--- src/flash_cmd_consts.svh ---
`ifndef FLASH_CMD_CONSTS_SVH
`define FLASH_CMD_CONSTS_SVH

// ==========================================================
// opcodes
`define OP_RESUME        8'h7A
`define OP_SUSPEND       8'h75
`define OP_PWR_DOWN      8'hB9
`define OP_RELEASE_ID    8'hAB
`define OP_ID_X1         8'h90
`define OP_ID_X2         8'h92
`define OP_ID_X4         8'h94
`define OP_UNIQUE_ID     8'h4B

// ==========================================================
// instruction shape
`define OPCODE_CLKS      6'h08
`define ADDR_CLKS_X1     5'h18
`define ADDR_CLKS_X2     5'h10
`define ADDR_CLKS_X4     5'h08
`define DUMMY_RELEASE_ID 6'h18
`define DUMMY_X4         6'h04
`define DUMMY_UNIQUE     6'h20
`define LSB_POS_X1       5'h00
`define LSB_POS_MODE     5'h08
`define WIDTH_X1         3'h1
`define WIDTH_X2         3'h2
`define WIDTH_X4         3'h4

// ==========================================================
// timing
`define CLK_MHZ          250
`define PD_ENTRY_NS      3000
`define RELEASE_NS       3000
`define RELEASE_ID_NS    1800
`define TIMER_W          12
`define PD_ENTRY_CYC     ((`PD_ENTRY_NS * `CLK_MHZ) / 1000)
`define RELEASE_CYC      ((`RELEASE_NS * `CLK_MHZ + 999) / 1000)
`define RELEASE_ID_CYC   ((`RELEASE_ID_NS * `CLK_MHZ + 999) / 1000)

`endif

--- src/flash_cmd_pkg.sv ---
package flash_cmd_pkg;

    typedef enum logic [2:0] {
        ST_IDLE   = 3'h0,
        ST_OPCODE = 3'h1,
        ST_ADDR   = 3'h2,
        ST_DUMMY  = 3'h3,
        ST_OUT    = 3'h4,
        ST_TAIL   = 3'h5,
        ST_IGNORE = 3'h6
    } phase_t;

    typedef enum logic [1:0] {
        SRC_NONE   = 2'h0,
        SRC_DEV    = 2'h1,
        SRC_PAIR   = 2'h2,
        SRC_UNIQUE = 2'h3
    } id_src_t;

    typedef enum logic [1:0] {
        PD_AWAKE    = 2'h0,
        PD_ENTERING = 2'h1,
        PD_DOWN     = 2'h2,
        PD_WAKING   = 2'h3
    } pd_phase_t;

    typedef struct packed {
        phase_t      first;
        logic [2:0]  in_w;
        logic [4:0]  addr_clks;
        logic [5:0]  dummy_clks;
        logic [2:0]  out_w;
        id_src_t     src;
        logic [4:0]  lsb_pos;
    } cmd_plan_t;

    typedef struct packed {
        logic        cs_n;
        logic        cs_rise;
        logic        cs_fall;
        logic        sck_rise;
        logic        sck_fall;
        logic [3:0]  io;
    } pin_view_t;

endpackage : flash_cmd_pkg

--- src/flash_cmd_core.sv ---
// How it works
// RULE1 - resume opcode taken only with suspend set and busy clear
// RULE2 - accepted resume clears suspend now, raises busy, engine finishes job
// RULE3 - resume ignored when suspend clear or busy set
// RULE4 - power loss drops suspend, so a later resume is ignored
// RULE5 - host waits the suspend guard time after resume before suspending
// RULE6 - power-down runs only if chip select rises right after opcode
// RULE7 - low-power state entered within entry time after chip select rises
// RULE8 - in low-power state only the release opcode is acted upon
// RULE9 - after reset the device is awake, never in low-power state
// RULE10 - release opcode then chip select high for release time wakes
// RULE11 - awake release opcode plus three dummy bytes repeats device code
// RULE12 - release with identification waits the shorter release-with-id time
// RULE13 - release opcode ignored while busy, ongoing job untouched
// RULE14 - opcode 90h address zero sends maker code then device code
// RULE15 - address one starts with device code, codes alternate until deselect
// RULE16 - opcode 92h takes address and mode two bits per clock
// RULE17 - host sends mode bits with upper nibble all ones
// RULE18 - opcode 94h four bits per clock, four dummy clocks, four out
// RULE19 - opcode 4Bh plus four dummy bytes sends 64-bit unique number
// RULE20 - suspend opcode taken only with suspend clear and busy set
// RULE21 - bits sampled on rising clock, chip select rise ends instruction
`timescale 1ns/1ps
`include "flash_cmd_consts.svh"
module flash_cmd_core
    import flash_cmd_pkg::*;
#(
    parameter logic [7:0]  MAKER_CODE  = 8'hA5,
    parameter logic [7:0]  DEVICE_CODE = 8'h11,
    parameter logic [63:0] UNIQUE_NUM  = 64'h0123456789ABCDEF
)
(
    input  wire logic       clk_in,
    input  wire logic       reset_in,
    input  wire logic       cs_n_in,
    input  wire logic       sck_in,
    input  wire logic [3:0] io_in,
    output logic      [3:0] io_out,
    output logic      [3:0] io_oe_out,
    input  wire logic       busy_in,
    input  wire logic       power_fail_in,
    output logic            suspend_req_out,
    output logic            resume_req_out,
    output logic            suspend_flag_out,
    output logic            busy_flag_out,
    output logic            low_power_out
);

    // ==========================================================
    // helpers
    function automatic cmd_plan_t decode(input logic [7:0] op,
                                         input logic       asleep,
                                         input logic       waking,
                                         input logic       busy);
        cmd_plan_t p;
        p.first      = ST_IGNORE;
        p.in_w       = `WIDTH_X1;
        p.addr_clks  = 5'h00;
        p.dummy_clks = 6'h00;
        p.out_w      = `WIDTH_X1;
        p.src        = SRC_NONE;
        p.lsb_pos    = `LSB_POS_X1;
        case (op)
            `OP_RESUME, `OP_SUSPEND, `OP_PWR_DOWN: begin
                p.first = ST_TAIL;
            end
            `OP_RELEASE_ID: begin
                p.first      = ST_DUMMY; // [RULE11]
                p.dummy_clks = `DUMMY_RELEASE_ID;
                p.src        = SRC_DEV;
            end
            `OP_ID_X1: begin
                p.first     = ST_ADDR; // [RULE14]
                p.addr_clks = `ADDR_CLKS_X1;
                p.src       = SRC_PAIR;
            end
            `OP_ID_X2: begin
                p.first     = ST_ADDR; // [RULE16]
                p.in_w      = `WIDTH_X2;
                p.addr_clks = `ADDR_CLKS_X2;
                p.out_w     = `WIDTH_X2;
                p.src       = SRC_PAIR;
                p.lsb_pos   = `LSB_POS_MODE;
            end
            `OP_ID_X4: begin
                p.first      = ST_ADDR; // [RULE18]
                p.in_w       = `WIDTH_X4;
                p.addr_clks  = `ADDR_CLKS_X4;
                p.dummy_clks = `DUMMY_X4;
                p.out_w      = `WIDTH_X4;
                p.src        = SRC_PAIR;
                p.lsb_pos    = `LSB_POS_MODE;
            end
            `OP_UNIQUE_ID: begin
                p.first      = ST_DUMMY; // [RULE19]
                p.dummy_clks = `DUMMY_UNIQUE;
                p.src        = SRC_UNIQUE;
            end
            default: begin
                p.first = ST_IGNORE;
            end
        endcase
        if (asleep && op != `OP_RELEASE_ID)
            p.first = ST_IGNORE; // [RULE8]
        if (busy && op == `OP_RELEASE_ID)
            p.first = ST_IGNORE; // [RULE13]
        if (waking)
            p.first = ST_IGNORE; // [RULE10]
        return p;
    endfunction : decode

    function automatic logic [31:0] shift_in(input logic [31:0] sr,
                                             input logic [3:0]  io,
                                             input logic [2:0]  w);
        case (w)
            `WIDTH_X2: shift_in = {sr[29:0], io[1:0]};
            `WIDTH_X4: shift_in = {sr[27:0], io[3:0]};
            default:   shift_in = {sr[30:0], io[0]};
        endcase
    endfunction : shift_in

    function automatic logic [63:0] rotl(input logic [63:0] v,
                                         input logic [2:0]  w);
        case (w)
            `WIDTH_X2: rotl = {v[61:0], v[63:62]};
            `WIDTH_X4: rotl = {v[59:0], v[63:60]};
            default:   rotl = {v[62:0], v[63]};
        endcase
    endfunction : rotl

    function automatic logic [3:0] lane_bits(input logic [63:0] v,
                                             input logic [2:0]  w);
        case (w)
            `WIDTH_X2: lane_bits = {2'h0, v[63:62]};
            `WIDTH_X4: lane_bits = v[63:60];
            default:   lane_bits = {2'h0, v[63], 1'b0};
        endcase
    endfunction : lane_bits

    function automatic logic [3:0] lane_mask(input logic [2:0] w);
        case (w)
            `WIDTH_X2: lane_mask = 4'h3;
            `WIDTH_X4: lane_mask = 4'hF;
            default:   lane_mask = 4'h2;
        endcase
    endfunction : lane_mask

    // ==========================================================
    // pins and timer
    pin_view_t           pins;
    pd_phase_t           pd_phase;
    logic                tmr_start;
    logic [`TIMER_W-1:0] tmr_load;
    logic                tmr_done;

    spi_pin_sync u_sync (
        .clk_in   (clk_in),
        .reset_in (reset_in),
        .cs_n_in  (cs_n_in),
        .sck_in   (sck_in),
        .io_in    (io_in),
        .pins_out (pins)
    );

    flash_cmd_timer u_timer (
        .clk_in   (clk_in),
        .reset_in (reset_in),
        .start_in (tmr_start),
        .load_in  (tmr_load),
        .done_out (tmr_done)
    );

    // ==========================================================
    // instruction sequencer
    phase_t      state;
    cmd_plan_t   plan;
    cmd_plan_t   next_plan;
    logic [7:0]  op;
    logic [7:0]  next_op;
    logic [5:0]  cnt;
    logic [5:0]  next_cnt;
    logic [31:0] addr_sr;
    logic [31:0] next_addr;
    logic        extra;
    logic        load_out;
    logic        lsb_bit;
    logic        suspend_flag;
    logic        resume_hold;
    logic        busy_flag;

    assign busy_flag = busy_in | resume_hold;
    assign next_op   = {op[6:0], pins.io[0]};
    assign next_cnt  = cnt + 6'h01;
    assign next_addr = shift_in(addr_sr, pins.io, plan.in_w);
    assign next_plan = decode(next_op, pd_phase != PD_AWAKE,
                              pd_phase == PD_WAKING, busy_flag);
    assign lsb_bit   = (state == ST_ADDR) ? next_addr[plan.lsb_pos]
                                          : addr_sr[plan.lsb_pos];
    assign load_out  = pins.sck_rise && !pins.cs_n &&
        ((state == ST_ADDR && next_cnt == {1'b0, plan.addr_clks} &&
          plan.dummy_clks == 6'h00) ||
         (state == ST_DUMMY && next_cnt == plan.dummy_clks));

    always_ff @(posedge clk_in) begin
        if (reset_in) begin
            state   <= ST_IDLE;
            plan    <= '0;
            op      <= 8'h00;
            cnt     <= 6'h00;
            addr_sr <= 32'h0000_0000;
            extra   <= 1'b0;
        end else if (pins.cs_n) begin
            state <= ST_IDLE; // [RULE21]
        end else if (state == ST_IDLE) begin
            state <= ST_OPCODE;
            cnt   <= 6'h00;
            extra <= 1'b0;
        end else if (pins.sck_rise) begin // [RULE21]
            case (state)
                ST_OPCODE: begin
                    op  <= next_op;
                    cnt <= next_cnt;
                    if (next_cnt == `OPCODE_CLKS) begin
                        plan  <= next_plan;
                        cnt   <= 6'h00;
                        state <= (next_plan.first == ST_ADDR &&
                                  next_plan.addr_clks == 5'h00) ?
                                 ST_DUMMY : next_plan.first;
                    end
                end
                ST_ADDR: begin
                    addr_sr <= next_addr; // [RULE16] [RULE18]
                    cnt     <= next_cnt;
                    if (next_cnt == {1'b0, plan.addr_clks}) begin
                        cnt   <= 6'h00;
                        state <= (plan.dummy_clks != 6'h00) ?
                                 ST_DUMMY : ST_OUT;
                    end
                end
                ST_DUMMY: begin
                    cnt <= next_cnt;
                    if (next_cnt == plan.dummy_clks) begin
                        cnt   <= 6'h00;
                        state <= ST_OUT;
                    end
                end
                ST_TAIL: begin
                    extra <= 1'b1; // [RULE6]
                end
                default: begin
                    state <= state;
                end
            endcase
        end
    end

    // ==========================================================
    // identification shifter, falling clock edges
    logic [63:0] out_sr;

    always_ff @(posedge clk_in) begin
        if (reset_in) begin
            out_sr <= 64'h0;
            io_out <= 4'h0;
        end else if (load_out) begin
            case (plan.src)
                SRC_DEV:    out_sr <= {8{DEVICE_CODE}}; // [RULE11]
                SRC_PAIR:   out_sr <= lsb_bit ?
                                {4{DEVICE_CODE, MAKER_CODE}} : // [RULE15]
                                {4{MAKER_CODE, DEVICE_CODE}}; // [RULE14]
                SRC_UNIQUE: out_sr <= UNIQUE_NUM; // [RULE19]
                default:    out_sr <= 64'h0;
            endcase
        end else if (pins.sck_fall && !pins.cs_n && state == ST_OUT) begin
            io_out <= lane_bits(out_sr, plan.out_w);
            out_sr <= rotl(out_sr, plan.out_w); // [RULE15]
        end
    end

    always_ff @(posedge clk_in) begin
        if (reset_in || pins.cs_n)
            io_oe_out <= 4'h0;
        else if (pins.sck_fall && state == ST_OUT)
            io_oe_out <= lane_mask(plan.out_w);
    end

    // ==========================================================
    // actions taken when chip select rises
    logic exec_ok;
    logic resume_ok;
    logic suspend_ok;
    logic pd_go;
    logic release_go;
    logic release_long;

    assign exec_ok    = pins.cs_rise && state == ST_TAIL && !extra; // [RULE6]
    assign resume_ok  = exec_ok && op == `OP_RESUME &&
                        suspend_flag && !busy_flag; // [RULE1] [RULE3]
    assign suspend_ok = exec_ok && op == `OP_SUSPEND &&
                        !suspend_flag && busy_flag; // [RULE20]
    assign pd_go      = exec_ok && op == `OP_PWR_DOWN;
    assign release_go = pins.cs_rise && op == `OP_RELEASE_ID &&
                        (pd_phase == PD_DOWN || pd_phase == PD_ENTERING) &&
                        (state == ST_DUMMY || state == ST_OUT);
    assign release_long = !(state == ST_DUMMY && cnt == 6'h00);

    assign tmr_start = pd_go | release_go;
    assign tmr_load  = !release_go ? `TIMER_W'(`PD_ENTRY_CYC) : // [RULE7]
                       release_long ? `TIMER_W'(`RELEASE_ID_CYC) : // [RULE12]
                       `TIMER_W'(`RELEASE_CYC); // [RULE10]

    // ==========================================================
    // suspend and busy flags
    always_ff @(posedge clk_in) begin
        if (reset_in) begin
            suspend_flag    <= 1'b0;
            resume_hold     <= 1'b0;
            suspend_req_out <= 1'b0;
            resume_req_out  <= 1'b0;
        end else begin
            suspend_req_out <= suspend_ok;
            resume_req_out  <= resume_ok; // [RULE2]
            if (power_fail_in)
                suspend_flag <= 1'b0; // [RULE4]
            else if (resume_ok)
                suspend_flag <= 1'b0; // [RULE2]
            else if (suspend_ok)
                suspend_flag <= 1'b1; // [RULE20]
            if (power_fail_in)
                resume_hold <= 1'b0;
            else if (resume_ok)
                resume_hold <= 1'b1; // [RULE2]
            else if (busy_in)
                resume_hold <= 1'b0;
        end
    end

    assign suspend_flag_out = suspend_flag;
    assign busy_flag_out    = busy_flag;

    // ==========================================================
    // low-power state
    always_ff @(posedge clk_in) begin
        if (reset_in) begin
            pd_phase <= PD_AWAKE; // [RULE9]
        end else if (release_go) begin
            pd_phase <= PD_WAKING; // [RULE10]
        end else if (pd_go) begin
            pd_phase <= PD_ENTERING; // [RULE7]
        end else if (tmr_done) begin
            case (pd_phase)
                PD_ENTERING: pd_phase <= PD_DOWN; // [RULE7]
                PD_WAKING:   pd_phase <= PD_AWAKE; // [RULE12]
                default:     pd_phase <= pd_phase;
            endcase
        end
    end

    assign low_power_out = (pd_phase == PD_DOWN);

endmodule : flash_cmd_core

--- src/spi_pin_sync.sv ---
`timescale 1ns/1ps
module spi_pin_sync
    import flash_cmd_pkg::*;
(
    input  wire logic       clk_in,
    input  wire logic       reset_in,
    input  wire logic       cs_n_in,
    input  wire logic       sck_in,
    input  wire logic [3:0] io_in,
    output pin_view_t       pins_out
);

    logic [2:0] cs_s;
    logic [2:0] sck_s;
    logic [3:0] io_a;
    logic [3:0] io_b;

    // ==========================================================
    // two-stage synchronisers, third stage for edges
    always_ff @(posedge clk_in) begin
        if (reset_in) begin
            cs_s  <= 3'h7;
            sck_s <= 3'h0;
            io_a  <= 4'h0;
            io_b  <= 4'h0;
        end else begin
            cs_s  <= {cs_s[1:0], cs_n_in};
            sck_s <= {sck_s[1:0], sck_in};
            io_a  <= io_in;
            io_b  <= io_a;
        end
    end

    assign pins_out.cs_n     = cs_s[1];
    assign pins_out.cs_rise  = cs_s[1] & ~cs_s[2];
    assign pins_out.cs_fall  = ~cs_s[1] & cs_s[2];
    assign pins_out.sck_rise = sck_s[1] & ~sck_s[2];
    assign pins_out.sck_fall = ~sck_s[1] & sck_s[2];
    assign pins_out.io       = io_b;

endmodule : spi_pin_sync

--- src/flash_cmd_timer.sv ---
`timescale 1ns/1ps
`include "flash_cmd_consts.svh"
module flash_cmd_timer
    import flash_cmd_pkg::*;
(
    input  wire logic                clk_in,
    input  wire logic                reset_in,
    input  wire logic                start_in,
    input  wire logic [`TIMER_W-1:0] load_in,
    output logic                     done_out
);

    logic [`TIMER_W-1:0] count;
    logic                running;

    // ==========================================================
    // one-shot down counter, restart on start
    always_ff @(posedge clk_in) begin
        if (reset_in) begin
            count    <= '0;
            running  <= 1'b0;
            done_out <= 1'b0;
        end else if (start_in) begin
            count    <= load_in;
            running  <= 1'b1;
            done_out <= 1'b0;
        end else if (running && count <= `TIMER_W'(1)) begin
            running  <= 1'b0;
            done_out <= 1'b1;
        end else begin
            count    <= running ? count - `TIMER_W'(1) : count;
            done_out <= 1'b0;
        end
    end

endmodule : flash_cmd_timer

--- config.mk ---
export PLATFORM = sky130hd
export DESIGN_NAME = flash_cmd_core
export DESIGN_NICKNAME = d
export VERILOG_FILES = /design/src/flash_cmd_pkg.sv /design/src/flash_cmd_core.sv /design/src/spi_pin_sync.sv /design/src/flash_cmd_timer.sv
export VERILOG_INCLUDE_DIRS = /design/src
export SDC_FILE = /design/constraint.sdc
export NUM_CORES = 1
export LEC_CHECK = 0
export ABC_CLOCK_PERIOD_IN_PS = 2600
export BUFFER_PORTS_ARGS = -buffer_cell sky130_fd_sc_hd__buf_2
export CAP_MARGIN = 20
export CELL_PAD_IN_SITES_DETAIL_PLACEMENT = 0
export CELL_PAD_IN_SITES_GLOBAL_PLACEMENT = 1
export CORE_MARGIN = 5
export CORE_UTILIZATION = 25
export DETAILED_ROUTE_END_ITERATION = 7
export PLACE_DENSITY = 0.54
export SYNTH_ARGS = -nofsm -noshare
export SYNTH_HDL_FRONTEND = slang
export SYNTH_HIERARCHICAL = 1
export SYNTH_SLANG_ARGS = --single-unit
--- constraint.sdc ---
create_clock -name clk_in -period 2.6 [get_ports clk_in]
set_input_delay 0.26 -clock clk_in [delete_from_list [all_inputs] [get_ports clk_in]]
set_output_delay 0.26 -clock clk_in [all_outputs]
set_load 0.03 [all_outputs]
**Yosys cells after proc, flatten, opt, wreduce, memory -nomap -nowiden**

Cells that the tools add are included.

- Flip-flop bits (word level): 177
- Output and inout port bits: 13
- Logic and storage cells: 199

- Add/subtract/negate cells: 2
- $lt $le $gt $ge: 2
- Eq/ne operators: 37
- Muxes and demuxes: 53
- Bitwise gates (word level): 11
- Reductions and logical operators: 68

Operators with widths:

| kind | count |
|---|---|
| $mux W64 | 3 |
| $pmux W64 S3 | 1 |
| $pmux W64 S2 | 1 |
| $pmux W32 S2 | 1 |
| $eq A8 B8 Y1 const B | 7 |
| $eq A8 B7 Y1 const B | 5 |
| $mux W12 | 3 |
| $pmux W6 S3 | 2 |
| $mux W6 | 5 |
| $logic_and A1 B1 Y1 | 25 |
| $mux W3 | 8 |
| $mux W10 | 2 |
| $pmux W3 S3 | 2 |
| $pmux W4 S2 | 2 |
| $pmux W5 S3 | 1 |
| $reduce_and A5 Y1 | 3 |
| $reduce_bool A2 Y1 | 7 |
| $mux W1 | 13 |
| $eq A3 B2 Y1 const B | 4 |
| $le A12 B1 Y1 const B | 1 |
| $logic_not A6 Y1 | 2 |
| $reduce_or A3 Y1 | 4 |
| $sub A12 B1 Y12 const B | 1 |
| $bmux W1 S5 | 2 |
| other kinds (33) | 68 |

**Logic depth before layout (Yosys ltp)**

Gate-level depths: netlist of run 1.

- Word-level depth: 13
- Mapped depth: 11
- Gate-level depth less buffers: 10

**Cells and area by module**

Netlist of run 1, hierarchy kept.

Modules (own cells, without submodules):

| module | times used | cells an instance | area an instance (um2) | seq. area each (um2) |
|---|---|---|---|---|
| flash_cmd_core | 1 | 829 | 6804.0 | 2302.2 |
| flash_cmd_timer | 1 | 97 | 822.0 | 280.3 |
| spi_pin_sync | 1 | 34 | 415.4 | 280.3 |

**Least setup slack after synthesis of run 1**

No wires, ideal clock.

- Path type: register -> register
- From: register cnt[0]
- To: register out_sr[33]
- Setup time: 0.122 ns
- Data arrival time: 2.226 ns
- Setup slack: 0.252 ns
- Cell stages (with the launch flop): 10
- Buffers on the path: 2
- Period minus slack after synthesis: 2.348 ns
- Cell sequence: dfxtp_1 ha_1 buf_6 and3b_2 o211ai_1 a31oi_4 o211a_4 a21o_4 buf_6 o311a_1

- Longest elaborated chain between the ends: 7

Ends and longest elaborated chain:

| what | line | text |
|---|---|---|
| start: declaration | flash_cmd_core.sv:180 | `logic [5:0] cnt;` |
| start signal: assignment | flash_cmd_core.sv:222 | `cnt <= next_cnt;` |
| start signal: assignment | flash_cmd_core.sv:233 | `cnt <= next_cnt;` |
| start signal: assignment | flash_cmd_core.sv:241 | `cnt <= next_cnt;` |
| $add A6 B1 Y6 * | flash_cmd_core.sv:193 | `assign next_cnt = cnt + 6'h01;` |
| $eq A6 B5 Y1 | flash_cmd_core.sv:200 | `((state == ST_ADDR && next_cnt == {1'b0, plan.addr_clks} &&` |
| $logic_and A1 B1 Y1 (2 in series) | flash_cmd_core.sv:200 |  |
| $logic_or A1 B1 Y1 * | flash_cmd_core.sv:201 | `plan.dummy_clks == 6'h00) \|\|` |
| $logic_and A1 B1 Y1 * | flash_cmd_core.sv:199 | `assign load_out = pins.sck_rise && !pins.cs_n &&` |
| $mux W64 or $reduce_bool A2 Y1 (tied branches) | -- |  |
| end signal: assignment | flash_cmd_core.sv:267 | `SRC_DEV: out_sr <= {8{DEVICE_CODE}};` |
| end signal: assignment | flash_cmd_core.sv:268 | `SRC_PAIR: out_sr <= lsb_bit ?` |
| end signal: assignment | flash_cmd_core.sv:276 | `out_sr <= rotl(out_sr, plan.out_w);` |
| end: declaration | flash_cmd_core.sv:259 | `logic [63:0] out_sr;` |

Mark *: on every way between the ends. The rest lies on a longest branch, timed or not.
A chain may end at the register's enable or synchronous reset.

**Worst setup path after layout of run 1**

- From: register cnt[0]
- To: register out_sr[49]

Same word-level chain as after synthesis.

==> reports/qor.txt, run 1 <==
status - completed
DR vias/cell - 5.31
Leakage - 3.54 nW
Worst-path clk slew - 0.06 ns
clock tree from TritonCTS - yes
CP max stage delay - 0.33 ns
critical path type - reg -> reg
Syn Area/Cell - 8.38 um^2
commonest cells after routing, fill and taps aside - dfxtp_1, nor2_1, nand2_1, a21oi_1, o21ai_0
Comb power frac - 2.2%
die height - 189 um
worst path arrival time - 2.82 ns
Slowest-stage cell, CP - dfxtp_1
skew final - 0.0133 ns
gpl congestion - 0.771
most common cell after layout, fill and taps aside - dfxtp_1
GR Overflow Total - 0
crit path capture type - flop
max-slew violations - 0
post-route ant nets - 0
Final Total Pwr - 4.96 mW
crit path launch type - flop
# DRC - 0
placeable core area - 31,600 um^2
Tcrit/Tclk final - 96.1%
pwr dens - 515 nW/um^2
Final Util - 30.4%
Root Buffer - clkbuf_16
Clock Sinks - 143
r2r setup slk - 0.10 ns
RSZ-0062 raised after global routing - no
register area - 2860 um^2
final hold violations - 0
internal cell power - 3.84 mW
largest net degree at the start of global routing - 49
Net Sw Frac - 22.6%
crit path buf inv count - 2
fillers - 3,406
min-delay worst type - in -> reg
area growth from synthesis to layout - 19.8%
setup violators final - 0
Post-DP HPWL - 17,200 um
IO Count - 23
Ys Warns - 6
power share of the sequential group - 44.5%
initial core utilization - 25.4%
Clock Power Share - 53.4%
cells after synthesis - 959
CTS Buffer Depth - 2
Layout Nets - 1,015
Post-Syn Area - 8040 um^2
Via Count - 7,494
Worst-Skew Late Latency - 0.44 ns
TritonCTS Buffers - 17
most frequent CP cell - buf_4
Critical Path, Cell by Cell - ha_1 > and2b_2 > o211ai_1 > a31oi_4 > buf_4 > o211a_4 > buf_4 > a21o_4 > o311a_1
Global Route Usage Sum - 14.5%
Routed WL per cell - 18.9 um
critical path required time - 2.92 ns
initial antenna violation count - 0
Starting DRT DRC Count - 463
area of the multi-input gates - 4730 um^2
final worst path period need - 2.50 ns
Worst-Margin Slew - 0.878 ns
Worst path top cell family by delay - compound AO/OA/AOI/OAI gates
Rel. slew slack - 41.5%
Die Wd - 189 um
vias in the first global route - 7,348
VDD IR max - 451 uV
ANT cells - 0
htree depth - 4
max-cap viol count - 0
Fmax - 400 MHz
DRT Pass-1 Iters - 5
Rows - 65
largest fanout on the critical path - 16
final WL - 26,600 um
P_sw - 1.12 mW
hold slack - 0.0511 ns
Die Footprint - 35,800 um^2
first-pass GRT wire length - 41,500 um
port bufs - 22
fraction of layout cells with a size suffix above 1 - 18.7%
-- repair_timing --
item	4_1_cts	5_1_grt
buffers inserted	0	3
cloned	0	2
hold buffers	1	0
gates resized for setup	2	4
pin swaps	0	1
hold endpoints to repair	1	0
endpoints found under the setup margin	20	37
-- layout make-up --
cell class | instances | area share, %
repair buffers | 99 | 8.94
clock buffers | 19 | 4.50
well taps | 402 | 5.22
multi-input cells | 722 | 49.1
inverters | 14 | 0.546
clock inverters | 13 | 1.95
flip-flops and latches | 143 | 29.7
-- registers in the layout (all words and copies together), names as in the netlist, 6 cells and up --
name           flops
out_sr            64
u_timer/count     12
plan              11
addr_sr            9
op                 8
cnt                6
-- metrics by stage --
step	instance area, um^2	instances	setup TNS (ns)	worst slack, ns
floorplan	8050	964	0	0.252
global placement	8910	1374	0	0.0595
detailed placement	8910	1374	-0.0936	-0.0165
CTS	9560	1407	0	0.0680
global route	9630	1412	0	0.00769
finish	9630	1412	0	0.102
-- worst paths after layout --
check	startpoint	endpoint	cells after the start
worst min register to register	u_sync/cs_s[0]$_SDFF_PP1_	u_sync/cs_s[1]$_SDFF_PP1_	1
worst max register to register	cnt[0]$_SDFFE_PP0P_	out_sr[49]$_SDFFE_PP0P_	9
worst min-delay path	io_in[0]	u_sync/io_a[0]$_SDFF_PP0_	2
worst max-delay path	cnt[0]$_SDFFE_PP0P_	out_sr[49]$_SDFFE_PP0P_	9
-- power by group through the flow --
stage | Combinational, mW | Sequential, mW | Clock (mW)
final | 0.108 | 2.21 | 2.65
after global routing | 0.119 | 2.21 | 2.81
after CTS | 0.110 | 2.21 | 2.71
after detailed placement | 0.107 | 2.25 | 0
after global placement | 0.107 | 2.25 | 0
after floorplan | 0.0652 | 2.25 | 0
-- per-layer routing --
layer	vias up	part of all wire (%)	wire length [um]	global-route usage (%)
li1	3667	-	-	-
met1	3642	47	12600	19.4
met2	154	46	12400	23.2
met3	31	3.8	1000	2.77
met4	0	2.3	625	5.54
met5	-	0	0	0
(Power assumes the default switching activity.)
==> inputs of run 2 (changes only) <==
--- a/config.mk
+++ b/config.mk
@@ -15,6 +15,7 @@
 export CORE_UTILIZATION = 25
 export DETAILED_ROUTE_END_ITERATION = 7
 export PLACE_DENSITY = 0.54
+export REMOVE_ABC_BUFFERS = 1
 export SYNTH_ARGS = -nofsm -noshare
 export SYNTH_HDL_FRONTEND = slang
 export SYNTH_HIERARCHICAL = 1
==> run 2 against run 1 <==
Clock power is 3% lower. Sequential share of layout area is 0.073 points lower. Critical path depth is 1 higher. Non-clock buffer count is 3 lower. Via count is 0.45% higher. Cell area is 0.25% higher. Sequential power hardly changed. Critical path type unchanged.
==> reports/qor.txt, run 2 (synthesized netlist as in run 1, its figures left out) <==
Tcrit/Tclk final - 97.9%
TritonCTS Buffers - 17
Routed WL per cell - 18.8 um
area of the multi-input gates - 4790 um^2
largest registers - out_sr: 64 flops, u_timer/count: 12 flops, plan: 11 flops
most frequent CP cell - buf_4
Final Total Pwr - 4.87 mW
Post-DP HPWL - 16,600 um
area growth from synthesis to layout - 20.1%
Leakage - 3.54 nW
Worst path top cell family by delay - compound AO/OA/AOI/OAI gates
register area - 2860 um^2
most common cell after layout, fill and taps aside - dfxtp_1
critical path required time - 2.93 ns
initial core utilization - 25.4%
worst path arrival time - 2.88 ns
Die Wd - 189 um
Rows - 65
max-cap viol count - 0
setup violators final - 0
Layout Nets - 1,013
max-slew violations - 0
Final Util - 30.5%
fraction of layout cells with a size suffix above 1 - 18.9%
VDD IR max - 383 uV
port bufs - 22
Die Footprint - 35,800 um^2
Global Route Usage Sum - 14.3%
Worst-path clk slew - 0.07 ns
CP max stage delay - 0.37 ns
vias in the first global route - 7,382
htree depth - 4
Worst-Margin Slew - 0.913 ns
final hold violations - 0
fillers - 3,357
GR Overflow Total - 0
Clock Sinks - 143
number of flip-flops under the largest register name - 64
dpl ws - -0.186 ns
DR vias/cell - 5.34
hold slack - 0.0433 ns
final worst path period need - 2.54 ns
crit path launch type - flop
crit path capture type - flop
Critical Path, Cell by Cell - ha_2 > buf_4 > or3b_1 > a221oi_2 > or2_2 > buf_4 > o211a_4 > a21oi_4 > clkbuf_16 > a211oi_1
placeable core area - 31,600 um^2
Fmax - 393 MHz
skew final - 0.0110 ns
gpl congestion - 0.813
first-pass GRT wire length - 41,600 um
Worst-Skew Late Latency - 0.43 ns
Root Buffer - clkbuf_16
min-delay worst type - in -> reg
commonest cells after routing, fill and taps aside - dfxtp_1, nor2_1, nand2_1, a21oi_1, o21ai_0
crit path buf inv count - 3
status - completed
critical path type - reg -> reg
die height - 189 um
Slowest-stage cell, CP - or3b_1
# DRC - 0
Top reg by flops - out_sr
IO Count - 23
Via Count - 7,528
initial antenna violation count - 0
final WL - 26,500 um
DRT Pass-1 Iters - 5
post-route ant nets - 0
clock tree from TritonCTS - yes
Rel. slew slack - 39.1%
Starting DRT DRC Count - 448
largest net degree at the start of global routing - 61
ANT cells - 0
pwr dens - 504 nW/um^2
largest fanout on the critical path - 8
final setup margin - 0.0559 ns
CTS Buffer Depth - 2
-- run 2: final cells by class --
| type | count | share of cell area, % |
|---|---|---|
| Sequential cell | 143 | 29.7 |
| Tap cell | 402 | 5.21 |
| Clock inverter | 13 | 1.58 |
| Clock buffer | 19 | 4.69 |
| Multi-Input combinational cell | 723 | 49.6 |
| Timing Repair Buffer | 96 | 8.69 |
| Inverter | 14 | 0.544 |
-- run 2: power by group --
part	internal, mW	switching (mW)	total (mW)
Combinational	0.0317	0.0720	0.104
Clock	1.49	1.07	2.56
Sequential	2.20	0.00608	2.21
Total	3.72	1.15	4.87
-- run 2: worst paths after layout --
kind,end,cells after the start,slack [ns],start
worst min-delay path,u_sync/io_a[0]$_SDFF_PP0_,2,0.04,io_in[0]
worst max-delay path,out_sr[18]$_SDFFE_PP0P_,10,0.06,cnt[0]$_SDFFE_PP0P_
worst min register to register,u_sync/cs_s[1]$_SDFF_PP1_,1,0.41,u_sync/cs_s[0]$_SDFF_PP1_
worst max register to register,out_sr[18]$_SDFFE_PP0P_,10,0.06,cnt[0]$_SDFFE_PP0P_
-- run 2: per-stage QoR --
step | std cells | TNS [ns] | instance area (um^2)
6_report | 1410 | 0 | 9650
5_1_grt | 1410 | -0.194 | 9650
4_1_cts | 1403 | 0 | 9480
3_5_place_dp | 1370 | -3.03 | 8850
3_3_place_gp | 1370 | -1.88 | 8850
2_1_floorplan | 878 | -97.38 | 7590
-- run 2: worst register-to-register path: stages (launching register included) --
cell	delay, ns
dfxtp_1	0.35
ha_2	0.19
buf_4	0.14
or3b_1	0.37
a221oi_2	0.27
or2_2	0.18
buf_4	0.12
o211a_4	0.26
a21oi_4	0.14
clkbuf_16	0.22
a211oi_1	0.21
-- run 2: timing repair --
| item | CTS | global route |
|---|---|---|
| endpoints found under the hold margin | 1 | 0 |
| setup buffers | 0 | 2 |
| pin swaps | 0 | 4 |
| gates resized for setup | 4 | 11 |
| setup endpoints to repair | 28 | 40 |
| hold buffers | 1 | 0 |
| gates cloned | 0 | 5 |
-- run 2: per-layer routing --
metal  vias to the layer above  part of all wire (%)  global-route usage [%]
li1                       3666                     -                       -
met1                      3678                    47                    19.4
met2                       166                    48                    23.7
met3                        18                   3.5                    2.29
met4                         0                   1.1                    3.62
met5                         -                     0                       0
==> inputs of run 3 (changes only) <==
--- a/config.mk
+++ b/config.mk
@@ -8,13 +8,14 @@
 export LEC_CHECK = 0
 export ABC_CLOCK_PERIOD_IN_PS = 2600
 export BUFFER_PORTS_ARGS = -buffer_cell sky130_fd_sc_hd__buf_2
-export CAP_MARGIN = 20
 export CELL_PAD_IN_SITES_DETAIL_PLACEMENT = 0
 export CELL_PAD_IN_SITES_GLOBAL_PLACEMENT = 1
 export CORE_MARGIN = 5
 export CORE_UTILIZATION = 25
+export CTS_BUF_LIST = sky130_fd_sc_hd__clkbuf_16
 export DETAILED_ROUTE_END_ITERATION = 7
 export PLACE_DENSITY = 0.54
+export RECOVER_POWER = 50
 export REMOVE_ABC_BUFFERS = 1
 export SYNTH_ARGS = -nofsm -noshare
 export SYNTH_HDL_FRONTEND = slang
==> run 3 against run 2 <==
Wire length about the same. Worst hold slack about the same. Sequential power about the same. Worst setup slack improved by 0.0062 ns. Register-to-register slack hardly changed. Die area unchanged. Combinational power about the same.
==> reports/qor.txt, run 3 (synthesized netlist as in run 1, its figures left out) <==
Worst-Skew Late Latency - 0.43 ns
critical path type - reg -> reg
die height - 189 um
largest net degree at the start of global routing - 61
Worst-Margin Slew - 0.985 ns
Tcrit/Tclk final - 97.6%
Rel. slew slack - 34.3%
placeable core area - 31,600 um^2
Routed WL per cell - 18.8 um
crit path launch type - flop
number of flip-flops under the largest register name - 64
Via Count - 7,550
initial core utilization - 25.4%
final worst path period need - 2.54 ns
Layout Nets - 1,013
largest fanout on the critical path - 8
initial antenna violation count - 0
Clock Sinks - 143
worst path arrival time - 2.87 ns
Post-DP HPWL - 16,600 um
crit path capture type - flop
met1 WL - 12,500 um
met2 wire length - 12,800 um
register area - 2860 um^2
vias in the first global route - 7,371
CTS Buffer Depth - 2
most frequent CP cell - buf_4
crit path buf inv count - 3
Slowest-stage cell, CP - or3b_1
TritonCTS Buffers - 17
Global Route Usage Sum - 14.3%
area of the multi-input gates - 4790 um^2
Die Wd - 189 um
setup violators final - 0
Final Util - 30.3%
max-slew violations - 0
first-pass GRT wire length - 41,600 um
Critical Path, Cell by Cell - ha_2 > buf_4 > or3b_1 > a221oi_2 > or2_2 > buf_4 > o211a_4 > a21oi_4 > clkbuf_16 > a211oi_1
VDD IR max - 383 uV
Top Metal Used - met4
ANT cells - 0
Root Buffer - clkbuf_16
fraction of layout cells with a size suffix above 1 - 16.8%
Starting DRT DRC Count - 485
DRT Pass-1 Iters - 5
final hold violations - 0
DR vias/cell - 5.35
Rows - 65
gpl congestion - 0.813
met3 WL - 878 um
largest registers - out_sr: 64 flops, u_timer/count: 12 flops, plan: 11 flops
max-cap viol count - 0
fillers - 3,366
final WL - 26,500 um
htree depth - 4
port bufs - 22
CP max stage delay - 0.37 ns
min-delay worst type - in -> reg
status - completed
Worst path top cell family by delay - compound AO/OA/AOI/OAI gates
Top reg by flops - out_sr
# DRC - 0
GR Overflow Total - 0
critical path required time - 2.93 ns
skew final - 0.0118 ns
Worst-path clk slew - 0.07 ns
commonest cells after routing, fill and taps aside - dfxtp_1, nor2_1, nand2_1, a21oi_1, o21ai_0
clock tree from TritonCTS - yes
most common cell after layout, fill and taps aside - dfxtp_1
setup TNS - 0 ns
Leakage - 3.44 nW
pwr dens - 502 nW/um^2
Die Footprint - 35,800 um^2
IO Count - 23
post-route ant nets - 0
Fmax - 394 MHz
area growth from synthesis to layout - 19.3%
-- run 3: cell types whose count changed in the layout (fill, tap and decap cells not counted) --
cell and delta:
clkbuf_1 +20, buf_2 -13, buf_4 -9, clkbuf_2 +2, clkbuf_8 -2, clkinv_1 +2
-- run 3: power by group --
group,internal (mW),switching [mW]
clock,1.43,1.08
combinational,0.0296,0.0718
sequential,2.20,0.00610
-- run 3: worst paths after layout --
kind	from	to	slack, ns	cells after the start
worst max register to register	cnt[0]$_SDFFE_PP0P_	out_sr[18]$_SDFFE_PP0P_	0.06	10
worst min register to register	u_sync/cs_s[0]$_SDFF_PP1_	u_sync/cs_s[1]$_SDFF_PP1_	0.41	1
worst min-delay path	io_in[0]	u_sync/io_a[0]$_SDFF_PP0_	0.04	2
worst max-delay path	cnt[0]$_SDFFE_PP0P_	out_sr[18]$_SDFFE_PP0P_	0.06	10
-- run 3: area by class of cell --
type / count / area share, %
clock buffers: 17 / 4.44
clock inverters: 15 / 1.67
inverters: 14 / 0.548
multi-input cells: 723 / 50.0
flip-flops and latches: 143 / 29.9
well taps: 402 / 5.25
repair buffers: 96 / 8.25
-- run 3: repair_timing --
action	in CTS	in global routing
pin swaps	0	6
cloned	0	5
endpoints found under the setup margin	28	40
hold buffers	1	0
setup buffers	0	2
hold endpoints to repair	1	0
gates resized for setup	4	11
-- run 3: worst register-to-register path: cells and delay by family, from the launching register on --
kind            cells  cell delay, ns
buf+inv             3            0.48
fa+ha+maj           1            0.19
compound gates      4            0.87
simple gates        2            0.55
flops               1            0.35
-- run 3: stage by stage --
step                cells  hold slack (ns)  instance area, um^2  total power [mW]  worst slack [ns]
floorplan             878            0.329                 7590              2.30             -2.02
global placement     1370            0.391                 8850              2.36            -0.105
detailed placement   1370            0.396                 8850              2.36            -0.186
CTS                  1403           0.0172                 9460              4.88           0.00777
global route         1410           0.0335                 9580              4.97           -0.0231
finish               1410           0.0435                 9580              4.81            0.0621
-- run 3: layer usage --
| layer | vias to the layer above | GRT usage [%] |
|---|---|---|
| met1 | 3695 | 19.4 |
| met4 | 0 | 3.59 |
| met2 | 161 | 23.7 |
| met5 | - | 0 |
| met3 | 24 | 2.30 |
| li1 | 3670 | - |
